--- src/rtl/rail_ctl_cfg.svh ---
// Offsets, field positions, reset values and codes of the rail control registers.
// Assumes inclusion by the register block only; the package does not include it.
`ifndef RAIL_CTL_CFG_SVH
`define RAIL_CTL_CFG_SVH
`define OFF_RAIL_ENABLE   8'h01
`define OFF_POS_TRIM      8'h02
`define OFF_NEG_TRIM      8'h03
`define RST_RAIL_ENABLE   8'h1F
`define RST_POS_TRIM      8'h23
`define RST_NEG_TRIM_LOW  7'h23
`define BIT_NEG_LDO       0
`define BIT_GATE_LOW      1
`define BIT_POS_LDO       2
`define BIT_GATE_HIGH     3
`define FLD_HI_LSB        4
`define FLD_LO_LSB        0
`define BIT_BIAS_SRC      7
`define TRIM_NOMINAL      3'h2
`define TRIM_MAX_CODE     3'h4
`define LEVEL_DEFAULT     3'h3
`define LEVEL_MAX_CODE    3'h6
`define POS_MASK          8'h77
`define NEG_MASK          8'hF7
`endif

--- src/rtl/rail_ctl_pkg.sv ---
// Types shared by the rail control register block.
// Assumes the constants header sits beside it.
package rail_ctl_pkg;
  // Register write strobe with address and data
  typedef struct packed {
    logic       wr;
    logic [7:0] addr;
    logic [7:0] data;
  } reg_wr_t;

  // Per-rail gate from the external power pins
  typedef struct packed {
    logic gate_high;
    logic pos_ldo;
    logic gate_low;
    logic neg_ldo;
  } rail_set_t;

  // Analog settings handed to the regulators
  typedef struct packed {
    logic [2:0] gate_high_trim;
    logic [2:0] pos_source_offset;
    logic [2:0] gate_low_trim;
    logic [2:0] neg_source_level;
  } analog_set_t;
endpackage

--- src/rtl/pin_sync.sv ---
// Two-flop synchroniser for a bundle of asynchronous pin levels.
// Assumes one clock; the output is only valid two edges after the pin moves.
`timescale 1ns/1ps
module pin_sync #(
  parameter int W = 5
) (
  input  wire logic         clk,
  input  wire logic         srst,
  input  wire logic [W-1:0] pin,
  output logic      [W-1:0] level
);
  logic [W-1:0] meta_q;
  logic [W-1:0] meta_d;
  logic [W-1:0] level_q;
  logic [W-1:0] level_d;

  // First stage feeds only the second
  always_comb begin
    meta_d  = pin;
    level_d = meta_q;
  end

  // Both stages clear on reset
  always_ff @(posedge clk) begin
    if (srst) begin
      meta_q  <= '0;
      level_q <= '0;
    end else begin
      meta_q  <= meta_d;
      level_q <= level_d;
    end
  end

  assign level = level_q;
endmodule

--- src/rtl/rail_ctl_regs.sv ---
// Rail enable and level registers with the source-rail interlock.
// Assumes a host-side serial engine delivers one-cycle write strobes and reads
// combinationally-decoded data registered here; power pins are asynchronous.
// How it works
// - Each rail enable bit switches its rail on at 1 and off at 0.
// - The positive source regulator never turns on unless the negative one is enabled.
// - Disabling the negative source regulator forces the positive one off too.
// - Each effective enable is its register bit ANDed with its power pin gate.
// - Gate-high trim maps 000..100 from +10 to -10 percent, 101..111 reserved.
// - Negative level runs -15.75 V to -14.25 V, and the positive rail follows it.
// - Backplane bias source picks the pin at 0 and the register value at 1.
// - The backplane bias source bit resets to 1 or 0 by device variant.
// - Gate-low trim maps 000..100 from -10 to +10 percent, 101..111 reserved.
`timescale 1ns/1ps
`include "rail_ctl_cfg.svh"
module rail_ctl_regs #(
  parameter bit BIAS_SRC_RESET = 1'b1
) (
  input  wire logic                      clk,
  input  wire logic                      srst,
  input  wire rail_ctl_pkg::reg_wr_t     wr_in,
  input  wire logic [7:0]                rd_addr,
  output logic      [7:0]                rd_data,
  input  wire rail_ctl_pkg::rail_set_t   power_pin_gates,
  input  wire logic                      backplane_bias_pin,
  output rail_ctl_pkg::rail_set_t        rail_on,
  output rail_ctl_pkg::analog_set_t      analog,
  output logic                           bias_from_pin,
  output logic                           backplane_bias_source
);
  import rail_ctl_pkg::*;

  // Stored register bytes and their next values
  logic [7:0]  enable_q;
  logic [7:0]  enable_d;
  logic [7:0]  pos_q;
  logic [7:0]  pos_d;
  logic [7:0]  neg_q;
  logic [7:0]  neg_d;

  // Output flops and their next values
  logic [7:0]  rd_q;
  logic [7:0]  rd_d;
  rail_set_t   on_q;
  rail_set_t   on_d;
  analog_set_t ana_q;
  analog_set_t ana_d;
  logic        bpin_q;
  logic        bpin_d;

  // Synchronised pins: gate_high, pos_ldo, gate_low, neg_ldo, then the bias pin
  logic [4:0]  pin_lvl;
  rail_set_t   pin_gate;

  // Trim codes above 100 are reserved; keep the prior value
  function automatic logic [2:0] keep_trim(input logic [2:0] nw, input logic [2:0] old);
    keep_trim = (nw > `TRIM_MAX_CODE) ? old : nw;
  endfunction

  // Level codes above 110 are reserved; keep the prior value
  function automatic logic [2:0] keep_level(input logic [2:0] nw, input logic [2:0] old);
    keep_level = (nw > `LEVEL_MAX_CODE) ? old : nw;
  endfunction

  // Upper three-bit field of an adjustment byte
  function automatic logic [2:0] hi_field(input logic [7:0] b);
    hi_field = b[`FLD_HI_LSB +: 3];
  endfunction

  // Lower three-bit field of an adjustment byte
  function automatic logic [2:0] lo_field(input logic [7:0] b);
    lo_field = b[`FLD_LO_LSB +: 3];
  endfunction

  // Only three offsets are mapped; anything else is ignored on write and reads zero
  function automatic logic is_mapped(input logic [7:0] a);
    is_mapped = (a == `OFF_RAIL_ENABLE) || (a == `OFF_POS_TRIM) || (a == `OFF_NEG_TRIM);
  endfunction

  // Pins are asynchronous, so they pass two flops first.
  // Cost: a pin change reaches a rail three edges later, two of them spent here.
  pin_sync #(.W(5)) pin_sync_inst (
    .clk   (clk),
    .srst  (srst),
    .pin   ({power_pin_gates, backplane_bias_pin}),
    .level (pin_lvl)
  );

  // The bias pin level rides along in the synchroniser but gates nothing here;
  // the bias amplifier listens to the pin itself while bias_from_pin is high.
  assign pin_gate = pin_lvl[4:1];

  // Register writes; each field is judged on its own, so a reserved trim code
  // does not stop a good level code in the same byte from landing
  always_comb begin
    enable_d = enable_q;
    pos_d    = pos_q;
    neg_d    = neg_q;
    if (wr_in.wr && is_mapped(wr_in.addr)) begin
      case (wr_in.addr)
        `OFF_RAIL_ENABLE: begin
          // Whole byte is stored; only the low four bits reach a rail
          enable_d = wr_in.data;
        end
        `OFF_POS_TRIM: begin
          // Any legal offset is taken, but only 011 keeps the two source rails tracking;
          // holding it there is left to the host
          pos_d[`FLD_HI_LSB +: 3] = keep_trim(hi_field(wr_in.data), hi_field(pos_q));
          pos_d[`FLD_LO_LSB +: 3] = keep_level(lo_field(wr_in.data), lo_field(pos_q));
          pos_d                   = pos_d & `POS_MASK;
        end
        `OFF_NEG_TRIM: begin
          // Bias source bit is stored as written; bit 3 is masked off below
          neg_d[`BIT_BIAS_SRC]    = wr_in.data[`BIT_BIAS_SRC];
          neg_d[`FLD_HI_LSB +: 3] = keep_trim(hi_field(wr_in.data), hi_field(neg_q));
          neg_d[`FLD_LO_LSB +: 3] = keep_level(lo_field(wr_in.data), lo_field(neg_q));
          neg_d                   = neg_d & `NEG_MASK;
        end
        default: begin
          // Unreachable behind is_mapped; kept so the case is complete
          enable_d = enable_q;
        end
      endcase
    end
  end

  // Effective rail enables: each register bit ANDed with its synchronised pin gate.
  // The positive source looks at the negative one's registered state, so it can only
  // come on the cycle after the negative one is on. It also looks at the negative
  // one's next state, so both fall on the same edge and the positive rail never
  // stands alone, not even for one cycle.
  always_comb begin
    on_d.gate_high = enable_q[`BIT_GATE_HIGH] & pin_gate.gate_high;
    on_d.gate_low  = enable_q[`BIT_GATE_LOW] & pin_gate.gate_low;
    on_d.neg_ldo   = enable_q[`BIT_NEG_LDO] & pin_gate.neg_ldo;
    on_d.pos_ldo   = enable_q[`BIT_POS_LDO] & pin_gate.pos_ldo & on_q.neg_ldo & on_d.neg_ldo;
  end

  // Analog settings follow the stored bytes one edge later.
  // The positive offset is relative, so the positive rail follows a new
  // negative level inside the regulator without any logic here.
  always_comb begin
    ana_d.gate_high_trim    = hi_field(pos_q);
    ana_d.pos_source_offset = lo_field(pos_q);
    ana_d.gate_low_trim     = hi_field(neg_q);
    ana_d.neg_source_level  = lo_field(neg_q);
    // Taken from the next value so the flag never lags the source bit output
    bpin_d = ~neg_d[`BIT_BIAS_SRC];
  end

  // Read-back; unmapped addresses read zero.
  // Registered so rd_data is a flop: the host sees data one edge after the address.
  always_comb begin
    rd_d = 8'h00;
    if (is_mapped(rd_addr)) begin
      case (rd_addr)
        `OFF_RAIL_ENABLE: rd_d = enable_q;
        `OFF_POS_TRIM:    rd_d = pos_q & `POS_MASK;
        `OFF_NEG_TRIM:    rd_d = neg_q & `NEG_MASK;
        default:          rd_d = 8'h00;
      endcase
    end
  end

  // Register bytes return to their power-on values on reset;
  // the bias source bit's value depends on the device variant
  always_ff @(posedge clk) begin
    if (srst) begin
      enable_q <= `RST_RAIL_ENABLE;
      pos_q    <= `RST_POS_TRIM;
      neg_q    <= {BIAS_SRC_RESET, `RST_NEG_TRIM_LOW};
    end else begin
      enable_q <= enable_d;
      pos_q    <= pos_d;
      neg_q    <= neg_d;
    end
  end

  // Rails start off and only rise once reset has cleared;
  // the pins are also still settling in the synchroniser then
  // so an early rise would act on stale pin levels
  always_ff @(posedge clk) begin
    if (srst) begin
      on_q <= '0;
    end else begin
      on_q <= on_d;
    end
  end

  // Analog settings and bias selector; the selector resets to
  // the inverse of the variant's bias source bit
  always_ff @(posedge clk) begin
    if (srst) begin
      ana_q  <= '0;
      bpin_q <= ~BIAS_SRC_RESET;
    end else begin
      ana_q  <= ana_d;
      bpin_q <= bpin_d;
    end
  end

  // Read data
  always_ff @(posedge clk) begin
    if (srst) begin
      rd_q <= 8'h00;
    end else begin
      rd_q <= rd_d;
    end
  end

  // Every output comes straight from a flop, so nothing combinational
  // reaches the analog side or the host
  assign rd_data               = rd_q;
  assign rail_on               = on_q;
  assign analog                = ana_q;
  assign bias_from_pin         = bpin_q;
  assign backplane_bias_source = neg_q[`BIT_BIAS_SRC];
endmodule

--- config.mk ---
export PLATFORM = sky130hd
export DESIGN_NAME = rail_ctl_regs
export DESIGN_NICKNAME = d
export VERILOG_FILES = /design/src/rtl/rail_ctl_pkg.sv /design/src/rtl/pin_sync.sv /design/src/rtl/rail_ctl_regs.sv
export VERILOG_INCLUDE_DIRS = /design/src /design/src/rtl
export SDC_FILE = /design/constraint.sdc
export NUM_CORES = 1
export LEC_CHECK = 0
export ABC_AREA = 1
export BUFFER_PORTS_ARGS = -buffer_cell sky130_fd_sc_hd__buf_4
export CAP_MARGIN = 10
export CELL_PAD_IN_SITES_DETAIL_PLACEMENT = 0
export CELL_PAD_IN_SITES_GLOBAL_PLACEMENT = 1
export CORE_ASPECT_RATIO = 0.75
export CORE_MARGIN = 3
export CORE_UTILIZATION = 37
export DETAILED_ROUTE_END_ITERATION = 7
export PLACE_DENSITY_LB_ADDON = 0.1
export SLEW_MARGIN = 25
export SYNTH_ARGS = -nofsm -noshare
export SYNTH_HDL_FRONTEND = slang
export SYNTH_SLANG_ARGS = --single-unit
export TNS_END_PERCENT = 5
--- constraint.sdc ---
create_clock -name clk -period 1.1 [get_ports clk]
set_input_delay 0.11 -clock clk [delete_from_list [all_inputs] [get_ports clk]]
set_output_delay 0.11 -clock clk [all_outputs]
set_load 0.005 [all_outputs]
==> flow_summary.json, run 1 <==
{
  "cts_buffers": 5,
  "ff2ff_setup_slack_ns": 0.33,
  "drt_iter0_drc": 64,
  "dieArea_um2": 6790,
  "start_util_pct": 39.2,
  "reg2reg_depth": 4,
  "rows": 23,
  "synth_top_area_cell": "dfxtp_1",
  "cts.repair.resized": 0,
  "p_leak_uw": 0.00148,
  "htreeDepth": 2,
  "cp-end-kind": "output pin",
  "port_buffers": 56,
  "final_util_pct": 52.1,
  "cp.required_ns": 0.99,
  "viasPerCell": 4.41,
  "grt_pass1_wl_um": 8540,
  "final_hold_viol_count": 0,
  "yosys_warnings": 0,
  "critical_path.endpoint": "backplane_bias_source",
  "antenna_cells": 0,
  "antenna_found_initial": 0,
  "arrival_ns": 0.83,
  "via_count": 1914,
  "drv_cap": 0,
  "gp_congestion": 0.811,
  "grt_overflow": 0,
  "avgSynthCellArea_um2": 7.54,
  "nets": 391,
  "insertion_delay_ns": 0.30,
  "crit_buf_inv": 1,
  "syn_nets": 318,
  "crit_fanout": 3,
  "ys_seq_area_share_pct": 50.1,
  "rsz0062_at_grt": "false",
  "crit_path_cell_trace": "buf_4",
  "finalSetupTns_ns": 0,
  "cp_num_cells": 1,
  "grt_max_degree": 26,
  "dp.cells": 425,
  "post-route-min-period_ns": 0.937,
  "tightest_slew_ns": 0.267,
  "wirelength_um": 5060,
  "cts.sink_count": 54,
  "crit_family": "flip-flops",
  "die_width_um": 94.1,
  "drtAntennaViolNets": 0,
  "io_pins": 58,
  "grt_usage_pct": 16.1,
  "power_density_nw_per_um2": 1160,
  "status": "finished clean",
  "final_area_um2": 2860,
  "avgRoutedWirePerCell_um": 11.7,
  "fmax_mhz": 1070,
  "dp_slack_ns": -0.123,
  "fin_ws_ns": 0.163,
  "cts_buffer_depth": 2,
  "synthCells": 286,
  "setup_viol_count_final": 0,
  "post-route-period-util_pct": 85.2,
  "final_cell_mix": "71 x buf_4, 54 x dfxtp_1, 53 x inv_1, 50 x nor2_1, 39 x nand2_1",
  "synthTopCellsByArea": "dfxtp_1 50%, inv_1 9.2%, nor2_1 8.7%",
  "max_slew_margin_pct": 82.2,
  "dp_hpwl_um": 3920,
  "synth.cell_area_um2": 2160,
  "post_cts_buffers": 0,
  "synth_top_area_share_pct": 50.1,
  "finalMaxSlewViolations": 0,
  "clk_pin_slew_ns": 0.09,
  "ys_seq_elements": 54,
  "core_area_um2": 5500,
  "cts_root_buf": "clkbuf_8",
  "route.detailed.drc": 0,
  "critPathKind": "register to output pin",
  "drt-pass1-iter-count": 4,
  "mostFrequentLayoutCell": "buf_4",
  "critPathMaxStageDelay_ns": 0.39,
  "crit_path_top_delay_cell": "dfxtp_1",
  "final.setup_skew_ns": 0.00705,
  "drive_gt1_share_pct": 27.3,
  "hold_buffers": 2,
  "placed_area_um2": 2760,
  "cts_tree": "done",
  "yosysUniqueCellTypes": 26,
  "hold_class": "primary input to register",
  "setup.worst_path.start_class": "register",
  "grt_pass1_vias": 1808,
  "die_h_um": 72.1,
  "vdd_ir_drop_max_uv": 694,
  "r2r-start": "pos_q[2]$_SDFFE_PP0P_",
  "r2r_end": "rd_data[2]$_SDFF_PP0_",
  "final-instance-count-excl-fill": 434,
  "syn_to_final_growth_pct": 32.8
}
==> worst min path at each step <==
| stage | start | endpoint | slack (ns) | depth (start not counted) |
|---|---|---|---|---|
| 2_1_floorplan | power_pin_gates[0] | pin_sync_inst.level_d[1]$_SDFF_PP0_ | 0.22 | 2 |
| 3_3_place_gp | power_pin_gates[3] | pin_sync_inst.level_d[4]$_SDFF_PP0_ | 0.31 | 3 |
| 3_5_place_dp | power_pin_gates[3] | pin_sync_inst.level_d[4]$_SDFF_PP0_ | 0.32 | 3 |
| 4_1_cts | power_pin_gates[0] | pin_sync_inst.level_d[1]$_SDFF_PP0_ | 0.002 | 3 |
| 5_1_grt | power_pin_gates[0] | pin_sync_inst.level_d[1]$_SDFF_PP0_ | 0.02 | 3 |
| 6_report | power_pin_gates[0] | pin_sync_inst.level_d[1]$_SDFF_PP0_ | 0.008 | 3 |
==> power by group <==
part / switching [µW] / internal (µW)
Sequential: 8.02 / 1980
Combinational: 150 / 147
Clock: 605 / 438
==> cell families after synthesis <==
| family | after synthesis | synth area share, % |
|---|---|---|
| AO/OA/AOI/OAI | 15 | 4.12 |
| buffers and inverters | 64 | 11.6 |
| flip-flops | 54 | 50.1 |
| AND/OR/NAND/NOR | 153 | 34.1 |
==> per-layer routing <==
layer	track usage (%)	up-vias	routed length (µm)
met5	0	-	0
met1	24.3	835	2720
met2	23.0	41	2040
met3	3.63	5	262
met4	4.33	0	39
li1	-	1033	-
==> synthesized netlist by cell type, drive strengths merged <==
cell / number
a21oi: 7
buf: 4
clkbuf: 4
clkinv: 1
dfxtp: 54
inv: 55
nand2: 45
nand3: 33
nand4: 11
nor2: 56
nor3: 6
nor4: 1
o2111ai: 1
o211ai: 4
o21ai: 3
or2: 1
==> area by class of cell <==
class                           count  area [µm²]
Multi-Input combinational cell    168         825
Inverter                           56         211
Tap cell                           75        93.8
Clock inverter                      1        7.51
Timing Repair Buffer               74         573
Sequential cell                    54        1080
Fill cell                         556        2630
Clock buffer                        6        72.6
==> per-stage QoR <==
step           power [µW]  hold slack, ns
5_1_grt              3480          0.0220
4_1_cts              3370         0.00164
2_1_floorplan        2160           0.217
3_3_place_gp         2330           0.309
3_5_place_dp         2330           0.317
6_report             3330         0.00783
==> flip-flops by register name (all words and copies together) (netlist names), named ones only <==
signal / count
pin_sync_inst.level: 4
bias_from_pin: 1
pin_sync_inst.level_d: 4
rd_data: 8
neg_q: 6
enable_q: 8
pos_q: 6
analog: 12
rail_on: 4
No activity file was read; power rests on OpenSTA's default activity.
==> run 2: changes to the inputs <==
==> constraint.sdc (replaced) <==
create_clock -name clk -period 1.1 [get_ports clk]
set_input_delay 0.22 -clock clk [delete_from_list [all_inputs] [get_ports clk]]
set_output_delay 0.22 -clock clk [all_outputs]
set_load 0.005 [all_outputs]
==> run 2 against run 1 <==
  * Non-clock buffer count increased by 3
  * First-iteration DRC count increased by 88%
  * Via count increased by 1.1%
  * Wire length increased by 0.55%
  * Die area unchanged
  * Sequential power about the same
  * Setup slack got worse by 0.064 ns
  * Clock power increased by 31%
  * Final cell count increased by 0.69%
  * Critical path type unchanged
  * Largest cell class unchanged
  * Highest routed layer unchanged
==> flow_summary.json, run 2 (same netlist as run 1, synthesis figures left out) <==
{
  "rsz0062_at_grt": "true",
  "finalMaxSlewViolations": 0,
  "htreeDepth": 2,
  "viasPerCell": 4.43,
  "cts_root_buf": "clkbuf_8",
  "setup_viol_count_final": 0,
  "avgRoutedWirePerCell_um": 11.6,
  "status": "finished clean",
  "gp_congestion": 0.790,
  "final.setup_skew_ns": 0.00724,
  "antenna_found_initial": 0,
  "grt_max_degree": 26,
  "start_util_pct": 39.2,
  "mostFrequentLayoutCell": "buf_4",
  "setup.worst_path.start_class": "register",
  "cts_buffer_depth": 2,
  "placed_area_um2": 2800,
  "p_leak_uw": 0.00152,
  "clk_pin_slew_ns": 0.09,
  "crit_buf_inv": 1,
  "cp.required_ns": 0.88,
  "final_hold_viol_count": 0,
  "via_count": 1936,
  "post-route-min-period_ns": 1.00,
  "post_cts_buffers": 0,
  "tightest_slew_ns": 0.255,
  "crit_path_cell_trace": "buf_4",
  "drt-pass1-iter-count": 4,
  "syn_to_final_growth_pct": 35.2,
  "critPathMaxStageDelay_ns": 0.35,
  "grt_usage_pct": 16.1,
  "dp_hpwl_um": 3880,
  "max_slew_margin_pct": 83.0,
  "nets": 394,
  "cts.sink_count": 54,
  "grt_overflow": 0,
  "die_width_um": 94.1,
  "largest_reg_flops": 12,
  "grt_pass1_vias": 1749,
  "post-route-period-util_pct": 91.0,
  "crit_fanout": 3,
  "arrival_ns": 0.78,
  "hold_class": "primary input to register",
  "power_density_nw_per_um2": 1250,
  "crit_family": "flip-flops",
  "cts_tree": "done",
  "final_area_um2": 2920,
  "drive_gt1_share_pct": 29.0,
  "route.detailed.drc": 0,
  "rows": 23,
  "vdd_ir_drop_max_uv": 656,
  "cts_buffers": 5,
  "final_cell_mix": "76 x buf_4, 53 x inv_1, 53 x dfxtp_1, 50 x nor2_1, 39 x nand2_1",
  "drv_cap": 0,
  "insertion_delay_ns": 0.31,
  "port_buffers": 56,
  "cp-end-kind": "output pin",
  "drt_iter0_drc": 120,
  "core_area_um2": 5500,
  "crit_path_top_delay_cell": "dfxtp_2",
  "antenna_cells": 0,
  "grt_pass1_wl_um": 8450,
  "drtAntennaViolNets": 0,
  "die_h_um": 72.1,
  "dieArea_um2": 6790,
  "critPathKind": "register to output pin",
  "fmax_mhz": 999,
  "wirelength_um": 5090,
  "io_pins": 58,
  "final_util_pct": 53.0,
  "ff2ff_setup_slack_ns": 0.31,
  "finalPower_uw": 3650
}
[run 2: cell count changes in the layout (fill, tap and decap cells not counted)]
cell	change
clkbuf_1	-1
clkinvlp_4	-1
bufinv_16	+1
buf_4	+5
dfxtp_2	+1
dfxtp_1	-1
dlygate4sd3_1	-2
clkbuf_8	+1
[run 2: power by group]
group / internal [µW] / total, µW / switching [µW]
sequential: 1980 / 1990 / 8.04
combinational: 150 / 300 / 150
clock: 729 / 1360 / 626
total: 2860 / 3650 / 784
[run 2: stage by stage]
stage / hold WS (ns) / cells / TNS, ns / setup WS [ns]
after detailed placement: 0.395 / 430 / -4.30 / -0.216
after global routing: 0.0994 / 437 / -0.0108 / -0.0108
after CTS: 0.100 / 437 / 0 / 0.0236
after global placement: 0.389 / 430 / -3.72 / -0.197
final: 0.108 / 437 / 0 / 0.0988
after floorplan: 0.327 / 286 / 0 / 0.0166
[run 2: timing repair]
action,in CTS,in global routing
setup endpoints to repair,0,2
hold buffers,0,0
resized for setup,0,1
[run 2: path summary, 6_finish.rpt]
check,start,to,cells past startpoint
setup / recovery,register,backplane_bias_source,1
hold / removal,power_pin_gates[3],pin_sync_inst.level_d[4]$_SDFF_PP0_,3
setup reg to reg,pos_q[5]$_SDFFE_PP1P_,rd_data[5]$_SDFF_PP0_,4
hold reg to reg,pin_sync_inst.level_d[4]$_SDFF_PP0_,pin_sync_inst.level[4]$_SDFF_PP0_,2
[run 2: metal layers]
layer | track usage [%] | share of wire [%] | vias up
li1 | - | - | 1038
met1 | 24.1 | 53 | 836
met2 | 22.4 | 38 | 57
met3 | 3.94 | 7.8 | 5
met4 | 5.77 | 1.2 | 0
met5 | 0 | 0 | -
[run 2: final cells by class]
type                            count  area [µm²]
Timing Repair Buffer               77         591
Clock inverter                      1        30.0
Clock buffer                        6        82.6
Sequential cell                    54        1080
Multi-Input combinational cell    168         825
Fill cell                         571        2580
Tap cell                           75        93.8
Inverter                           56         211
